===== src/core/uis_pkg.sv =====
package uis_pkg;

   // ----------------------------------------
   // register indices in the special-function space
   // ----------------------------------------
   localparam logic [3:0] REG_EVENT_FLAGS = 4'h0;
   localparam logic [3:0] REG_EVENT_ENABLES = 4'h1;
   localparam logic [3:0] REG_ERROR_FLAGS = 4'h2;
   localparam logic [3:0] REG_ERROR_ENABLES = 4'h3;
   localparam logic [3:0] REG_XFER_STATUS = 4'h4;
   localparam logic [3:0] REG_DEV_ADDR = 4'h5;

   // ----------------------------------------
   // field positions
   // ----------------------------------------
   localparam int BIT_FRAME_START = 6;
   localparam int BIT_STALL_SENT = 5;
   localparam int BIT_BUS_IDLE = 4;
   localparam int BIT_TRANSACTION_DONE = 3;
   localparam int BIT_BUS_ACTIVITY = 2;
   localparam int BIT_ERROR_SUMMARY = 1;
   localparam int BIT_BUS_RESET = 0;
   localparam int BIT_STUFFING_ERROR = 7;
   localparam int BIT_TURNAROUND_TIMEOUT = 4;
   localparam int BIT_PARTIAL_BYTE_ERROR = 3;
   localparam int BIT_DATA_CHECK_ERROR = 2;
   localparam int BIT_TOKEN_CHECK_ERROR = 1;
   localparam int BIT_PACKET_ID_ERROR = 0;

   // ----------------------------------------
   // masks and values after reset
   // ----------------------------------------
   localparam logic [7:0] EVENT_MASK = 8'h7F;
   localparam logic [7:0] EVENT_CLEARABLE = 8'h7D;
   localparam logic [7:0] ERROR_MASK = 8'h9F;
   localparam logic [7:0] FLAGS_RESET = 8'h00;
   localparam logic [7:0] ENABLES_RESET = 8'h00;
   localparam logic [6:0] DEV_ADDR_RESET = 7'h00;
   localparam logic [1:0] LINE_IDLE = 2'h2;

   // ----------------------------------------
   // timing
   // ----------------------------------------
   localparam longint CLOCK_HZ = 10_000_000;
   localparam longint IDLE_TIME_US = 3000;
   localparam int IDLE_CYCLES = int'((IDLE_TIME_US * CLOCK_HZ + 999_999) / 1_000_000);
   localparam int IDLE_COUNT_W = 16;
   localparam logic [4:0] TURN_BIT_TIMES = 5'h10;
   localparam int XFER_FIFO_DEPTH = 4;

   // ----------------------------------------
   // carriers
   // ----------------------------------------
   typedef struct packed {
      logic [3:0] endpoint;
      logic dir_in;
      logic odd_bank;
   } uis_xfer_t;

   typedef struct packed {
      logic frame_start;
      logic stall_sent;
      logic trn_done;
      logic trn_token;
      logic usb_reset;
      logic eop;
      logic response;
      logic bit_tick;
      uis_xfer_t xfer;
   } uis_eng_ev_t;

   typedef struct packed {
      logic stuffing;
      logic partial_byte;
      logic data_check;
      logic token_check;
      logic packet_id;
   } uis_err_ev_t;

   typedef struct packed {
      logic wr;
      logic rd;
      logic [3:0] addr;
      logic [7:0] wdata;
   } uis_sfr_req_t;

   typedef enum logic [0:0] {
      TURN_IDLE = 1'b0,
      TURN_WAIT = 1'b1
   } uis_turn_t;

endpackage : uis_pkg


===== src/core/uis_xfer_fifo.sv =====
`timescale 1ns/100ps
module uis_xfer_fifo (
   // clock and reset
   input wire logic clock,
   input wire logic resetn,
   // write side
   input wire logic push,
   input uis_pkg::uis_xfer_t push_data,
   // read side
   input wire logic pop,
   output uis_pkg::uis_xfer_t head,
   output logic empty,
   output logic full
);
   import uis_pkg::*;

   typedef struct packed {
      uis_xfer_t [XFER_FIFO_DEPTH-1:0] mem;
      logic [1:0] wr_ptr;
      logic [1:0] rd_ptr;
      logic [2:0] count;
   } uis_fifo_state_t;

   uis_fifo_state_t s;
   uis_fifo_state_t next_s;
   logic do_push;
   logic do_pop;

   // a full fifo drops the entry unless one is popped in the same cycle; the engine is expected to refuse tokens then
   always_comb begin
      next_s = s;
      do_pop = pop && (s.count != 3'h0);
      do_push = push && ((s.count != 3'h4) || do_pop);
      if (do_push) begin
         next_s.mem[s.wr_ptr] = push_data;
         next_s.wr_ptr = s.wr_ptr + 2'h1;
      end
      if (do_pop) begin
         next_s.rd_ptr = s.rd_ptr + 2'h1;
      end
      next_s.count = s.count + {2'h0, do_push} - {2'h0, do_pop};
   end

   always_ff @(posedge clock or negedge resetn) begin
      if (!resetn) begin
         s <= '0;
      end else begin
         s <= next_s;
      end
   end

   assign head = s.mem[s.rd_ptr];
   assign empty = (s.count == 3'h0);
   assign full = (s.count == 3'h4);

endmodule : uis_xfer_fifo


===== src/core/uis_status.sv =====
`timescale 1ns/100ps
// Operation
// - frame-start token received sets event flag bit 6
// - stall handshake sent sets event flag bit 5
// - bus idle continuously for 3 ms sets event flag bit 4
// - finished transaction sets event flag bit 3; endpoint details readable
// - clearing transaction flag advances transfer-status fifo (IN, OUT, SETUP entries)
// - activity on the data lines sets event flag bit 2
// - summary bit 1 follows enabled error flags only; software cannot write it
// - valid bus reset sets event flag bit 0 and zeroes device address
// - event enables bits 6..0 reset to zero; bit 7 reads zero
// - bit-stuffing violation sets error flag bit 7
// - more than 16 idle bit times after end-of-packet sets error bit 4
// - data field not whole bytes sets error flag bit 3
// - failed 16-bit data check sets error flag bit 2
// - bad 5-bit token check rejects token, sets error flag bit 1
// - packet identifier check failure sets error flag bit 0
// - error enables bits 7, 4..0 reset zero; bits 6..5 read zero
// - unimplemented flag bits read zero; all flags reset to zero
// - transfer status shows endpoint number, direction and ping-pong bank
module uis_status #(
   parameter int unsigned IDLE_LIMIT = uis_pkg::IDLE_CYCLES
) (
   // clock and reset
   input wire logic clock,
   input wire logic resetn,
   // special-function register access
   input uis_pkg::uis_sfr_req_t sfr,
   output logic [7:0] sfr_rdata,
   // serial engine events
   input uis_pkg::uis_eng_ev_t eng_ev,
   input uis_pkg::uis_err_ev_t err_ev,
   // data line pins
   input wire logic line_dp,
   input wire logic line_dm,
   // to the core
   output logic module_interrupt_flag,
   output logic [6:0] device_address_register
);
   import uis_pkg::*;

   // ----------------------------------------
   // state
   // ----------------------------------------
   typedef struct packed {
      logic [2:0] dp_sync;
      logic [2:0] dm_sync;
      logic [1:0] line;
      logic [7:0] ev_flags;
      logic [7:0] ev_en;
      logic [7:0] err_flags;
      logic [7:0] err_en;
      logic [6:0] dev_addr;
      logic [IDLE_COUNT_W-1:0] idle_count;
      uis_turn_t turn;
      logic [4:0] turn_bits;
      logic [7:0] rdata;
      logic irq;
   } uis_state_t;

   uis_state_t s;
   uis_state_t next_s;
   logic [1:0] agreed_line;
   logic line_agree;
   logic activity;
   logic idle_hit;
   logic turn_timeout;
   logic trn_set;
   logic fifo_pop;
   logic fifo_empty;
   logic wr_event_flags;
   logic [7:0] ev_set;
   logic [7:0] err_set;
   uis_xfer_t fifo_head;

   // ----------------------------------------
   // flag update: zero clears, one keeps, set wins
   // ----------------------------------------
   function automatic logic [7:0] uis_flag_update(
      input logic [7:0] flags,
      input logic wr,
      input logic [7:0] wdata,
      input logic [7:0] clearable,
      input logic [7:0] set
   );
      logic [7:0] keep;
      keep = wr ? (wdata | ~clearable) : 8'hFF;
      return (flags & keep) | set;
   endfunction : uis_flag_update

   // ----------------------------------------
   // transfer status fifo
   // ----------------------------------------
   uis_xfer_fifo u_xfer_fifo (
      .clock(clock),
      .resetn(resetn),
      .push(eng_ev.trn_done && eng_ev.trn_token),
      .push_data(eng_ev.xfer),
      .pop(fifo_pop),
      .head(fifo_head),
      .empty(fifo_empty),
      .full()
   );

   // ----------------------------------------
   // next state
   // ----------------------------------------
   always_comb begin
      next_s = s;
      // only second and third stages are compared; the first may be metastable
      next_s.dp_sync = {s.dp_sync[1:0], line_dp};
      next_s.dm_sync = {s.dm_sync[1:0], line_dm};
      line_agree = (s.dp_sync[2] == s.dp_sync[1]) && (s.dm_sync[2] == s.dm_sync[1]);
      agreed_line = {s.dp_sync[1], s.dm_sync[1]};
      activity = line_agree && (agreed_line != s.line);
      if (line_agree) begin
         next_s.line = agreed_line;
      end

      // idle timer saturates so the flag is raised once per idle stretch
      idle_hit = 1'b0;
      if (s.line != LINE_IDLE || activity) begin
         next_s.idle_count = '0;
      end else if (s.idle_count != IDLE_COUNT_W'(IDLE_LIMIT)) begin
         next_s.idle_count = s.idle_count + 1'b1;
         idle_hit = (s.idle_count == IDLE_COUNT_W'(IDLE_LIMIT - 1));
      end

      // turnaround watch after each end-of-packet
      turn_timeout = 1'b0;
      case (s.turn)
         TURN_IDLE: begin
            if (eng_ev.eop) begin
               next_s.turn = TURN_WAIT;
               next_s.turn_bits = 5'h00;
            end
         end
         TURN_WAIT: begin
            if (eng_ev.response || s.line != LINE_IDLE) begin
               next_s.turn = TURN_IDLE;
            end else if (eng_ev.bit_tick) begin
               if (s.turn_bits == TURN_BIT_TIMES) begin
                  turn_timeout = 1'b1;
                  next_s.turn = TURN_IDLE;
               end else begin
                  next_s.turn_bits = s.turn_bits + 5'h01;
               end
            end
         end
         default: begin
            next_s.turn = TURN_IDLE;
         end
      endcase

      // register writes
      wr_event_flags = sfr.wr && (sfr.addr == REG_EVENT_FLAGS);
      fifo_pop = wr_event_flags && !sfr.wdata[BIT_TRANSACTION_DONE]
         && s.ev_flags[BIT_TRANSACTION_DONE] && !fifo_empty;
      // a queued entry re-raises the flag one cycle after the clear
      trn_set = eng_ev.trn_done || (!fifo_empty && !s.ev_flags[BIT_TRANSACTION_DONE]);

      ev_set = 8'h00;
      ev_set[BIT_FRAME_START] = eng_ev.frame_start;
      ev_set[BIT_STALL_SENT] = eng_ev.stall_sent;
      ev_set[BIT_BUS_IDLE] = idle_hit;
      ev_set[BIT_TRANSACTION_DONE] = trn_set;
      ev_set[BIT_BUS_ACTIVITY] = activity;
      ev_set[BIT_BUS_RESET] = eng_ev.usb_reset;

      err_set = 8'h00;
      err_set[BIT_STUFFING_ERROR] = err_ev.stuffing;
      err_set[BIT_TURNAROUND_TIMEOUT] = turn_timeout;
      err_set[BIT_PARTIAL_BYTE_ERROR] = err_ev.partial_byte;
      err_set[BIT_DATA_CHECK_ERROR] = err_ev.data_check;
      err_set[BIT_TOKEN_CHECK_ERROR] = err_ev.token_check;
      err_set[BIT_PACKET_ID_ERROR] = err_ev.packet_id;

      next_s.ev_flags = uis_flag_update(s.ev_flags, wr_event_flags, sfr.wdata,
         EVENT_CLEARABLE, ev_set) & EVENT_MASK;
      next_s.err_flags = uis_flag_update(s.err_flags, sfr.wr && (sfr.addr == REG_ERROR_FLAGS),
         sfr.wdata, ERROR_MASK, err_set) & ERROR_MASK;
      if (sfr.wr && sfr.addr == REG_EVENT_ENABLES) begin
         next_s.ev_en = sfr.wdata & EVENT_MASK;
      end
      if (sfr.wr && sfr.addr == REG_ERROR_ENABLES) begin
         next_s.err_en = sfr.wdata & ERROR_MASK;
      end
      next_s.ev_flags[BIT_ERROR_SUMMARY] = |(next_s.err_flags & next_s.err_en);

      if (eng_ev.usb_reset) begin
         next_s.dev_addr = DEV_ADDR_RESET;
      end else if (sfr.wr && sfr.addr == REG_DEV_ADDR) begin
         next_s.dev_addr = sfr.wdata[6:0];
      end

      // read data is captured one cycle after the strobe
      if (sfr.rd) begin
         case (sfr.addr)
            REG_EVENT_FLAGS: next_s.rdata = s.ev_flags;
            REG_EVENT_ENABLES: next_s.rdata = s.ev_en;
            REG_ERROR_FLAGS: next_s.rdata = s.err_flags;
            REG_ERROR_ENABLES: next_s.rdata = s.err_en;
            REG_XFER_STATUS: next_s.rdata = {1'b0, fifo_head.endpoint, fifo_head.dir_in,
               fifo_head.odd_bank, 1'b0};
            REG_DEV_ADDR: next_s.rdata = {1'b0, s.dev_addr};
            default: next_s.rdata = 8'h00;
         endcase
      end

      next_s.irq = |(next_s.ev_flags & next_s.ev_en);
   end

   always_ff @(posedge clock or negedge resetn) begin
      if (!resetn) begin
         s <= '0;
      end else begin
         s <= next_s;
      end
   end

   assign sfr_rdata = s.rdata;
   assign module_interrupt_flag = s.irq;
   assign device_address_register = s.dev_addr;
endmodule : uis_status


===== config.mk =====
export PLATFORM = sky130hd
export DESIGN_NAME = uis_status
export DESIGN_NICKNAME = d
export VERILOG_FILES = /design/src/core/uis_pkg.sv /design/src/core/uis_xfer_fifo.sv /design/src/core/uis_status.sv
export SDC_FILE = /design/constraint.sdc
export NUM_CORES = 1
export LEC_CHECK = 0
export ABC_AREA = 1
export BUFFER_PORTS_ARGS = -buffer_cell sky130_fd_sc_hd__buf_4
export CAP_MARGIN = 40
export CELL_PAD_IN_SITES_DETAIL_PLACEMENT = 2
export CELL_PAD_IN_SITES_GLOBAL_PLACEMENT = 2
export CORE_ASPECT_RATIO = 2
export CORE_MARGIN = 2
export CORE_UTILIZATION = 39
export CTS_BUF_LIST = sky130_fd_sc_hd__clkbuf_8
export DETAILED_ROUTE_END_ITERATION = 12
export PLACE_DENSITY_LB_ADDON = 0.15
export SYNTH_ARGS = -nofsm -noshare
export SYNTH_HDL_FRONTEND = slang
export SYNTH_SLANG_ARGS = --single-unit
export TNS_END_PERCENT = 5

===== constraint.sdc =====
create_clock -name clock -period 4.9 [get_ports clock]
set_input_delay 0.735 -clock clock [delete_from_list [all_inputs] [get_ports clock]]
set_output_delay 0.735 -clock clock [all_outputs]
set_load 0.03 [all_outputs]

=== Word-level counts from Yosys, hierarchy flattened ===
Index checks and enable logic that the tools add are counted.

* Bits in latches: 0
* Bits of input ports: 37
* Register bits: 106
* Word-level logic and storage cells: 118
* Memories kept: 0
* Bits in read-only memories: 0
* Output and inout bits: 16
* RAM bits: 0

* Div/mod/pow operators: 0
* Equality and inequality tests: 17
* Bitwise logic cells: 7
* $add $sub $neg: 6
* Multipliers: 0
* Reductions and logical operators: 30
* Order comparisons: 3
* Shift operators: 0
* Mux-type cells: 27

{| class="wikitable"
|+ Operator list
! kind !! count
|-
| $pmux W8 S6 || 1
|-
| $mux W16 || 2
|-
| $bwmux W24 || 1
|-
| $mux W6 || 4
|-
| $mux W8 || 3
|-
| $mux W7 || 3
|-
| $add A16 B1 Y16 const B || 1
|-
| $and A8 B8 Y8 || 2
|-
| $eq A16 B15 Y1 const B || 1
|-
| $ne A16 B15 Y1 const B || 1
|-
| $reduce_or A8 Y1 || 2
|-
| $logic_and A1 B1 Y1 || 15
|-
| $bmux W6 S2 || 1
|-
| $demux W6 S2 || 1
|-
| $pmux W6 S2 || 1
|-
| $mux W5 || 2
|-
| $ne A2 B2 Y1 const B || 5
|-
| $and A7 B8 Y8 || 1
|-
| $eq A4 B2 Y1 const B || 2
|-
| $eq A4 B3 Y1 const B || 2
|-
| $mux W1 || 8
|-
| $or A8 B8 Y8 || 1
|-
| $and A7 B7 Y7 || 1
|-
| $or A7 B7 Y7 || 1
|-
| other kinds (19) || 28
|}

=== Longest topological paths before layout ===
Gate-level depths: netlist (run 1).

* Word-level depth: 10
* Gate-level depth with buffers: 13
* Depth with buffers taken out: 13

=== By module ===
From an unflattened synthesis (run 1), not the netlist that was laid out.

* Cells, all modules: 646
* Area total of the unflattened synthesis: 5336.4 um2

{| class="wikitable"
|+ Modules (own cells, without submodules)
! module !! instances !! cells an instance !! area each (um2) !! seq. area each (um2)
|-
| uis_status || 1 || 464 || 3721.1 || 1801.7
|-
| uis_xfer_fifo || 1 || 182 || 1615.3 || 775.7
|}

=== Least setup slack after synthesis (run 1) ===
No wires, ideal clock.

* Path type: in2reg
* From: input port sfr[11] (netlist bit)
* To: register u_xfer_fifo.s[1] (netlist bit)
* Stages on the path: 10
* Setup time: 135 ps
* Slack: 2604 ps
* Data required time: 4765 ps
* Buffers on the path: 1
* Arrival time: 2161 ps
* Cells stage by stage: nor2_4 > nand2_2 > nor2_4 > nand4_2 > nand2_1 > nand3_2 > buf_6 > inv_1 > ha_1 > fa_1

{| class="wikitable"
|+ RTL lines
! what !! RTL line !! source
|-
| from (decl) || uis_status.sv:28 || <nowiki>input uis_pkg::uis_sfr_req_t sfr,</nowiki>
|-
| to (signal assigned) || uis_xfer_fifo.sv:48 || <nowiki>s <= next_s;</nowiki>
|-
| to (decl) || uis_xfer_fifo.sv:24 || <nowiki>uis_fifo_state_t s;</nowiki>
|}

=== Final worst setup path (run 1) ===
* From: input port sfr[11] (netlist bit)
* To: register u_xfer_fifo.s[16] (netlist bit)

* Longest elaborated chain between the ends: 8

{| class="wikitable"
|+ Ends and longest elaborated chain
! what !! RTL line !! source
|-
| $logic_not A4 Y1 || uis_status.sv:156 || <nowiki>wr_event_flags = sfr.wr && (sfr.addr == REG_EVENT_FLAGS);</nowiki>
|-
| $logic_and A1 B1 Y1 || uis_status.sv:156 ||
|-
| $logic_and A1 B1 Y1 || uis_status.sv:157 || <nowiki>fifo_pop = wr_event_flags && !sfr.wdata[BIT_TRANSACTION_DONE]</nowiki>
|-
| $logic_and A1 B1 Y1 (2 in series) || uis_status.sv:158 || <nowiki>&& s.ev_flags[BIT_TRANSACTION_DONE] && !fifo_empty;</nowiki>
|-
| $logic_and A1 B1 Y1 || uis_xfer_fifo.sv:32 || <nowiki>do_pop = pop && (s.count != 3'h0);</nowiki>
|-
| $logic_or A1 B1 Y1 || uis_xfer_fifo.sv:33 || <nowiki>do_push = push && ((s.count != 3'h4) || do_pop);</nowiki>
|-
| $logic_and A1 B1 Y1 || uis_xfer_fifo.sv:33 ||
|}

No other way between the ends.
A chain may end at the register's enable or synchronous reset.

==> results of run 1 <==
## metrics by stage
stage                     hold slack, ps  power (mW)
final                                225        2.33
after detailed placement             346        1.76
after global placement               333        1.68
after global routing                 227        2.49
after CTS                            236        2.36
after floorplan                      331        1.50
## final cells by class
cell class                      instances  area, um2  area share
Clock buffer                            9        124      0.0212
Clock inverter                          6       87.6      0.0150
Inverter                              102        383      0.0655
Multi-Input combinational cell        419       2050       0.351
Sequential cell                       103       2580       0.441
Tap cell                              152        190      0.0325
Timing Repair Buffer                   55        430      0.0736
## power breakdown
part | switching (mW) | leakage [nW] | internal, mW
combinational | 0.412 | 1.61 | 0.194
clock | 0.314 | 0.103 | 0.284
sequential | 0.109 | 1.28 | 1.02
total | 0.836 | 2.99 | 1.50
## critical path, stage by stage
cell,delay [ps]
buf_4,130
nor2_4,400
nand2_2,150
nor2_4,200
nand4_2,130
nand2_1,100
nand3_2,420
nor2_1,640
nand2_1,120
o21ai_0,120
## routing by layer
layer | track usage | up-vias | share of wire
met1 | 0.234 | 2233 | 0.35
met4 | 0.104 | 0 | 0.040
met2 | 0.473 | 73 | 0.59
li1 | - | 2122 | -
met3 | 0.0342 | 25 | 0.023
met5 | 0 | - | 0
## flip-flops by register name, summed over array words and instances, names as in the netlist
| name | count |
|---|---|
| agreed_line | 2 |
| s | 52 |
| device_address_register | 7 |
| u_xfer_fifo.s | 31 |
| next_s | 2 |
| module_interrupt_flag | 1 |
| sfr_rdata | 8 |
## logic make-up (layout without fill, tap and decap cells)
kind of cell / after synthesis / in the layout
AND/OR/NAND/NOR: 293 / 293
buffers and inverters: 127 / 172
AO/OA/AOI/OAI: 109 / 109
flip-flops: 103 / 103
adder cells (fa/ha/maj): 11 / 11
XOR/XNOR: 5 / 5
multiplexers: 1 / 1
## worst max-delay path by stage
stage | startpoint | end | slack, ps | cells past startpoint
global placement | sfr[11] | u_xfer_fifo.s[1]$_DFF_PN0_ | 1750 | 10
CTS | sfr[11] | u_xfer_fifo.s[16]$_DFFE_PN0P_ | 1980 | 10
finish | sfr[11] | u_xfer_fifo.s[16]$_DFFE_PN0P_ | 2040 | 10
floorplan | sfr[11] | u_xfer_fifo.s[1]$_DFF_PN0_ | 2600 | 10
detailed placement | sfr[11] | u_xfer_fifo.s[1]$_DFF_PN0_ | 1600 | 10
global route | sfr[11] | u_xfer_fifo.s[16]$_DFFE_PN0P_ | 1740 | 10
## cell usage after synthesis
master / instances
o22ai_1: 9
o21bai_1: 1
xor2_1: 4
inv_1: 98
a22o_1: 1
nor2_2: 2
clkbuf_1: 3
buf_6: 1
nor3b_1: 1
nand3_2: 2
nand4_1: 14
nor2_4: 6
a211oi_1: 2
o2111ai_1: 1
a32o_1: 1
clkinv_1: 2
mux2i_1: 1
xnor2_1: 1
buf_4: 15
buf_2: 5
inv_2: 2
nor2_1: 35
o31ai_1: 1
nor2_8: 1
o21ai_1: 10
nor4_1: 1
nand2_1: 198
nand2_2: 2
ha_1: 10
nand4_2: 1
dfrtp_1: 103
o21ai_0: 54
a31oi_1: 1
a21oi_1: 27
buf_1: 1
nor3_1: 7
nand3_1: 23
o21a_1: 1
fa_1: 1
==> impl_metrics.json, run 1 <==
{
  "num_antenna_cells": 0,
  "final_cell_mix": "nand2_1, dfrtp_1, inv_1",
  "powerDensity_nw_per_um2": 399,
  "setup_violations": 0,
  "wl_per_cell_um": 19.0,
  "cts_setup_buffers": 0,
  "drc_errors": 0,
  "syn_to_final_growth_pct": 12.9,
  "drive_above_1_share": 0.122,
  "final_common_cell": "nand2_1",
  "port_buffers": 52,
  "cts_root_buf": "clkbuf_8",
  "finalClockSkew_ps": 25.3,
  "hpwl_um": 12500,
  "place_congestion": 0.853,
  "synthAdderAreaFrac": 0.0280,
  "synth_area_leader_cell": "dfrtp_1",
  "die_x_um": 85.5,
  "synth.area.mux_share": 0.00193,
  "fin_ws_ps": 2040,
  "drv_slew": 0,
  "num_io_pins": 53,
  "synthSimpleGateAreaFrac": 0.246,
  "grt_pass1_vias": 5172,
  "placeableCoreArea_um2": 13000,
  "layout.nets": 738,
  "avgSynthCellArea_um2": 7.98,
  "r2r_end": "u_xfer_fifo.s[2]$_DFF_PN0_",
  "routed_wl_um": 16000,
  "nFillCells": 1529,
  "drt_iter0_drc": 92,
  "grt_pass1_wl_um": 26300,
  "slew_headroom": 0.447,
  "final_cells": 846,
  "cts_tree": "yes",
  "ys_warn_count": 0,
  "syn-num-nets": 697,
  "setup_tns_ps": 0,
  "ys_seq_elements": 103,
  "cp.arrival_ps": 3150,
  "dp_cells": 831,
  "rsz0062_at_grt": "no",
  "clockBufferDepth": 2,
  "die_h_um": 167,
  "cap_violations": 0,
  "start_util": 0.398,
  "grt_max_degree": 55,
  "p_leak_nw": 2.99,
  "ant_nets": 0,
  "yosys.area.top_type_share": 0.498,
  "yosys-top-cells-area": "dfrtp_1, nand2_1, inv_1",
  "antenna_found_initial": 0,
  "r2r_start": "u_xfer_fifo.s[1]$_DFF_PN0_",
  "fin_util": 0.450,
  "cts.reportedPaths.clkPinSlew_ps": 120,
  "worst_setup_path_end_kind": "flip-flop",
  "preCtsSetupSlack_ps": 1600,
  "hold_class": "in -> async",
  "crit_required_ps": 5190,
  "dieArea_um2": 14300,
  "status": "complete, no violations",
  "viasPerCell": 5.26,
  "track_usage": 0.239,
  "clock-sinks": 103,
  "final_area_um2": 5850,
  "crit_fanout": 21,
  "netlist_area_um2": 5180,
  "clk_latency_ps": 390,
  "cts_buffers": 9,
  "syn-instance-count": 649,
  "finalCritPeriodShare": 0.584,
  "timing.fmax_mhz": 350,
  "worstSetupPathType": "in -> reg",
  "worst_setup_path_start_kind": "input port",
  "worst_slew_pin_slew_ps": 824,
  "synth_top_family_by_area": "simple AND/OR/NAND/NOR gates",
  "placed_area_um2": 5630,
  "ys_seq_area_frac": 0.498,
  "cts_resized": 0,
  "vdd_drop_max_uv": 173,
  "hold_viol": 0,
  "num_vias": 4453,
  "ctsHoldBuffers": 0,
  "gr-total-overflow": 0,
  "dr.pass1.iters": 4,
  "synth_cell_types": 39,
  "synth_xor_area_frac": 0.00846,
  "r2r_cells": 9,
  "layout_min_cycle_time_ps": 2860,
  "num_rows": 59,
  "rrSetupSlack_ps": 2530,
  "synth_compound_area_frac": 0.113,
  "htreeDepth": 3
}
Note: power is estimated with default switching activity, not from simulation.
==> run 2, diff against run 1 <==
--- a/config.mk
+++ b/config.mk
@@ -12,7 +12,7 @@
 export CELL_PAD_IN_SITES_GLOBAL_PLACEMENT = 2
 export CORE_ASPECT_RATIO = 2
 export CORE_MARGIN = 2
-export CORE_UTILIZATION = 39
+export CORE_UTILIZATION = 33
 export CTS_BUF_LIST = sky130_fd_sc_hd__clkbuf_8
 export DETAILED_ROUTE_END_ITERATION = 12
 export PLACE_DENSITY_LB_ADDON = 0.15
==> constraint.sdc (replaced) <==
create_clock -name clock -period 2.3 [get_ports clock]
set_input_delay 0.345 -clock clock [delete_from_list [all_inputs] [get_ports clock]]
set_output_delay 0.345 -clock clock [all_outputs]
set_load 0.03 [all_outputs]
==> impl_metrics.json, run 2 (synthesized netlist as in run 1, its figures left out) <==
{
  "worstHoldStart": "line_dp",
  "worstSetupPathType": "reg -> reg",
  "worst_setup_path_start_kind": "flip-flop",
  "cap_violations": 0,
  "finalCritPeriodShare": 0.882,
  "gr-total-overflow": 0,
  "top_register": "s",
  "drive_above_1_share": 0.142,
  "die_h_um": 181,
  "drt_iter0_drc": 119,
  "placeableCoreArea_um2": 15300,
  "cp_num_buf_inv": 3,
  "setup_tns_ps": 0,
  "power_mw": 5.07,
  "p_seq_frac": 0.466,
  "hold_viol": 0,
  "largest_reg_flops": 52,
  "crit_fanout": 3,
  "timing.fmax_mhz": 493,
  "crit_top_cell": "inv_1",
  "htreeDepth": 3,
  "status": "complete, no violations",
  "syn_to_final_growth_pct": 16.7,
  "cp_cell_sequence": "inv_1 > nand3_1 > nand4_2 > inv_1 > ha_1 > inv_1 > ha_1 > fa_1 > xor2_1",
  "final_cell_mix": "nand2_1, dfrtp_1, inv_1",
  "slowest_delay_ps": 430,
  "p_leak_nw": 3.08,
  "cts_resized": 0,
  "track_usage": 0.207,
  "whs_ps": 54.5,
  "final_common_cell": "nand2_1",
  "cp-startpoint": "u_xfer_fifo.s[1]$_DFF_PN0_",
  "viasPerCell": 4.93,
  "ant_nets": 0,
  "die_x_um": 92.6,
  "cp_top_family": "adder cells",
  "grt_max_degree": 40,
  "num_io_pins": 53,
  "rrSetupSlack_ps": 270,
  "finalClockSkew_ps": 14.7,
  "grt_pass1_vias": 5135,
  "layout.nets": 753,
  "start_util": 0.339,
  "switching_share": 0.349,
  "cp.arrival_ps": 2320,
  "worst_setup_path_end_kind": "flip-flop",
  "dieArea_um2": 16800,
  "cts_root_buf": "clkbuf_8",
  "hold_depth": 1,
  "power_frac_clock": 0.273,
  "r2r_start": "u_xfer_fifo.s[1]$_DFF_PN0_",
  "hpwl_um": 12700,
  "antenna_found_initial": 0,
  "crit_slowest_cell": "dfrtp_1",
  "fin_util": 0.395,
  "port_buffers": 52,
  "crit_required_ps": 2590,
  "powerDensity_nw_per_um2": 840,
  "p_int_mw": 3.30,
  "setup_violations": 0,
  "dr.pass1.iters": 4,
  "cts_buffers": 9,
  "clock-sinks": 103,
  "num_antenna_cells": 0,
  "worst_slew_pin_slew_ps": 479,
  "num_rows": 64,
  "wl_per_cell_um": 17.6,
  "vdd_drop_max_uv": 300,
  "clockBufferDepth": 2,
  "routed_wl_um": 16000,
  "switching_power_mw": 1.77,
  "num_vias": 4476,
  "r2r_cells": 9,
  "drc_errors": 0,
  "cts.reportedPaths.clkPinSlew_ps": 110,
  "nFillCells": 1766,
  "layout_min_cycle_time_ps": 2030,
  "clk_latency_ps": 400,
  "slew_headroom": 0.679,
  "drv_slew": 0,
  "cts_tree": "yes",
  "place_congestion": 0.832,
  "rsz0062_at_grt": "no",
  "path_depth": 9,
  "grt_pass1_wl_um": 26600,
  "hold_class": "in -> reg",
  "combPwrFrac": 0.261
}
-- run 2: cell types whose count changed in the layout (fill, tap and decap cells not counted), sizes merged --
cell | previous run | this run
clkbuf | 9 | 11
clkinvlp | 2 | 0
buf | 55 | 69
dlygate4sd3 | 0 | 1
inv | 101 | 102
-- run 2: cell type report --
| class | count | area (um2) | share of cell area |
|---|---|---|---|
| Timing Repair Buffer | 70 | 541 | 0.0895 |
| Inverter | 102 | 383 | 0.0634 |
| Sequential cell | 103 | 2580 | 0.427 |
| Clock buffer | 11 | 151 | 0.0251 |
| Tap cell | 198 | 248 | 0.0410 |
| Clock inverter | 5 | 86.3 | 0.0143 |
| Multi-Input combinational cell | 419 | 2050 | 0.340 |
-- run 2: path summary, 6_finish.rpt --
kind | to
max | u_xfer_fifo.s[2]$_DFF_PN0_
min | next_s[76]$_DFF_PN0_
max reg2reg | u_xfer_fifo.s[2]$_DFF_PN0_
min reg2reg | agreed_line[0]$_DFF_PN0_
max in group asynchronous | sfr_rdata[7]$_DFFE_PN0P_
min in group asynchronous | s[46]$_DFF_PN0_
-- run 2: per-stage QoR --
step                      worst slack [ps]  instance area [um2]  std cells
final                                  270                 6040        908
after global routing                   144                 6040        908
after CTS                              238                 6040        908
after detailed placement               105                 5790        891
after global placement                 185                 5790        891
after floorplan                        394                 5180        649
-- run 2: timing repair --
item / in CTS / in global routing
hold buffers: 1 / 0
hold endpoints to repair: 28 / 0
buffers inserted: 0 / 0
-- run 2: power by group through the flow --
stage / Sequential [mW] / Clock, mW / Combinational, mW
3_5_place_dp: 2.41 / 0 / 1.34
4_1_cts: 2.37 / 1.43 / 1.36
6_report: 2.37 / 1.39 / 1.32
5_1_grt: 2.42 / 1.49 / 1.54
3_3_place_gp: 2.38 / 0 / 1.27
2_1_floorplan: 2.33 / 0 / 0.876
-- run 2: routing by layer --
layer / vias to the layer above / part of all wire / routed length, um / track usage
li1: 2144 / - / - / -
met1: 2254 / 0.36 / 5730 / 0.206
met2: 58 / 0.58 / 9330 / 0.406
met3: 20 / 0.020 / 320 / 0.0259
met4: 0 / 0.039 / 626 / 0.101
met5: - / 0 / 0 / 0
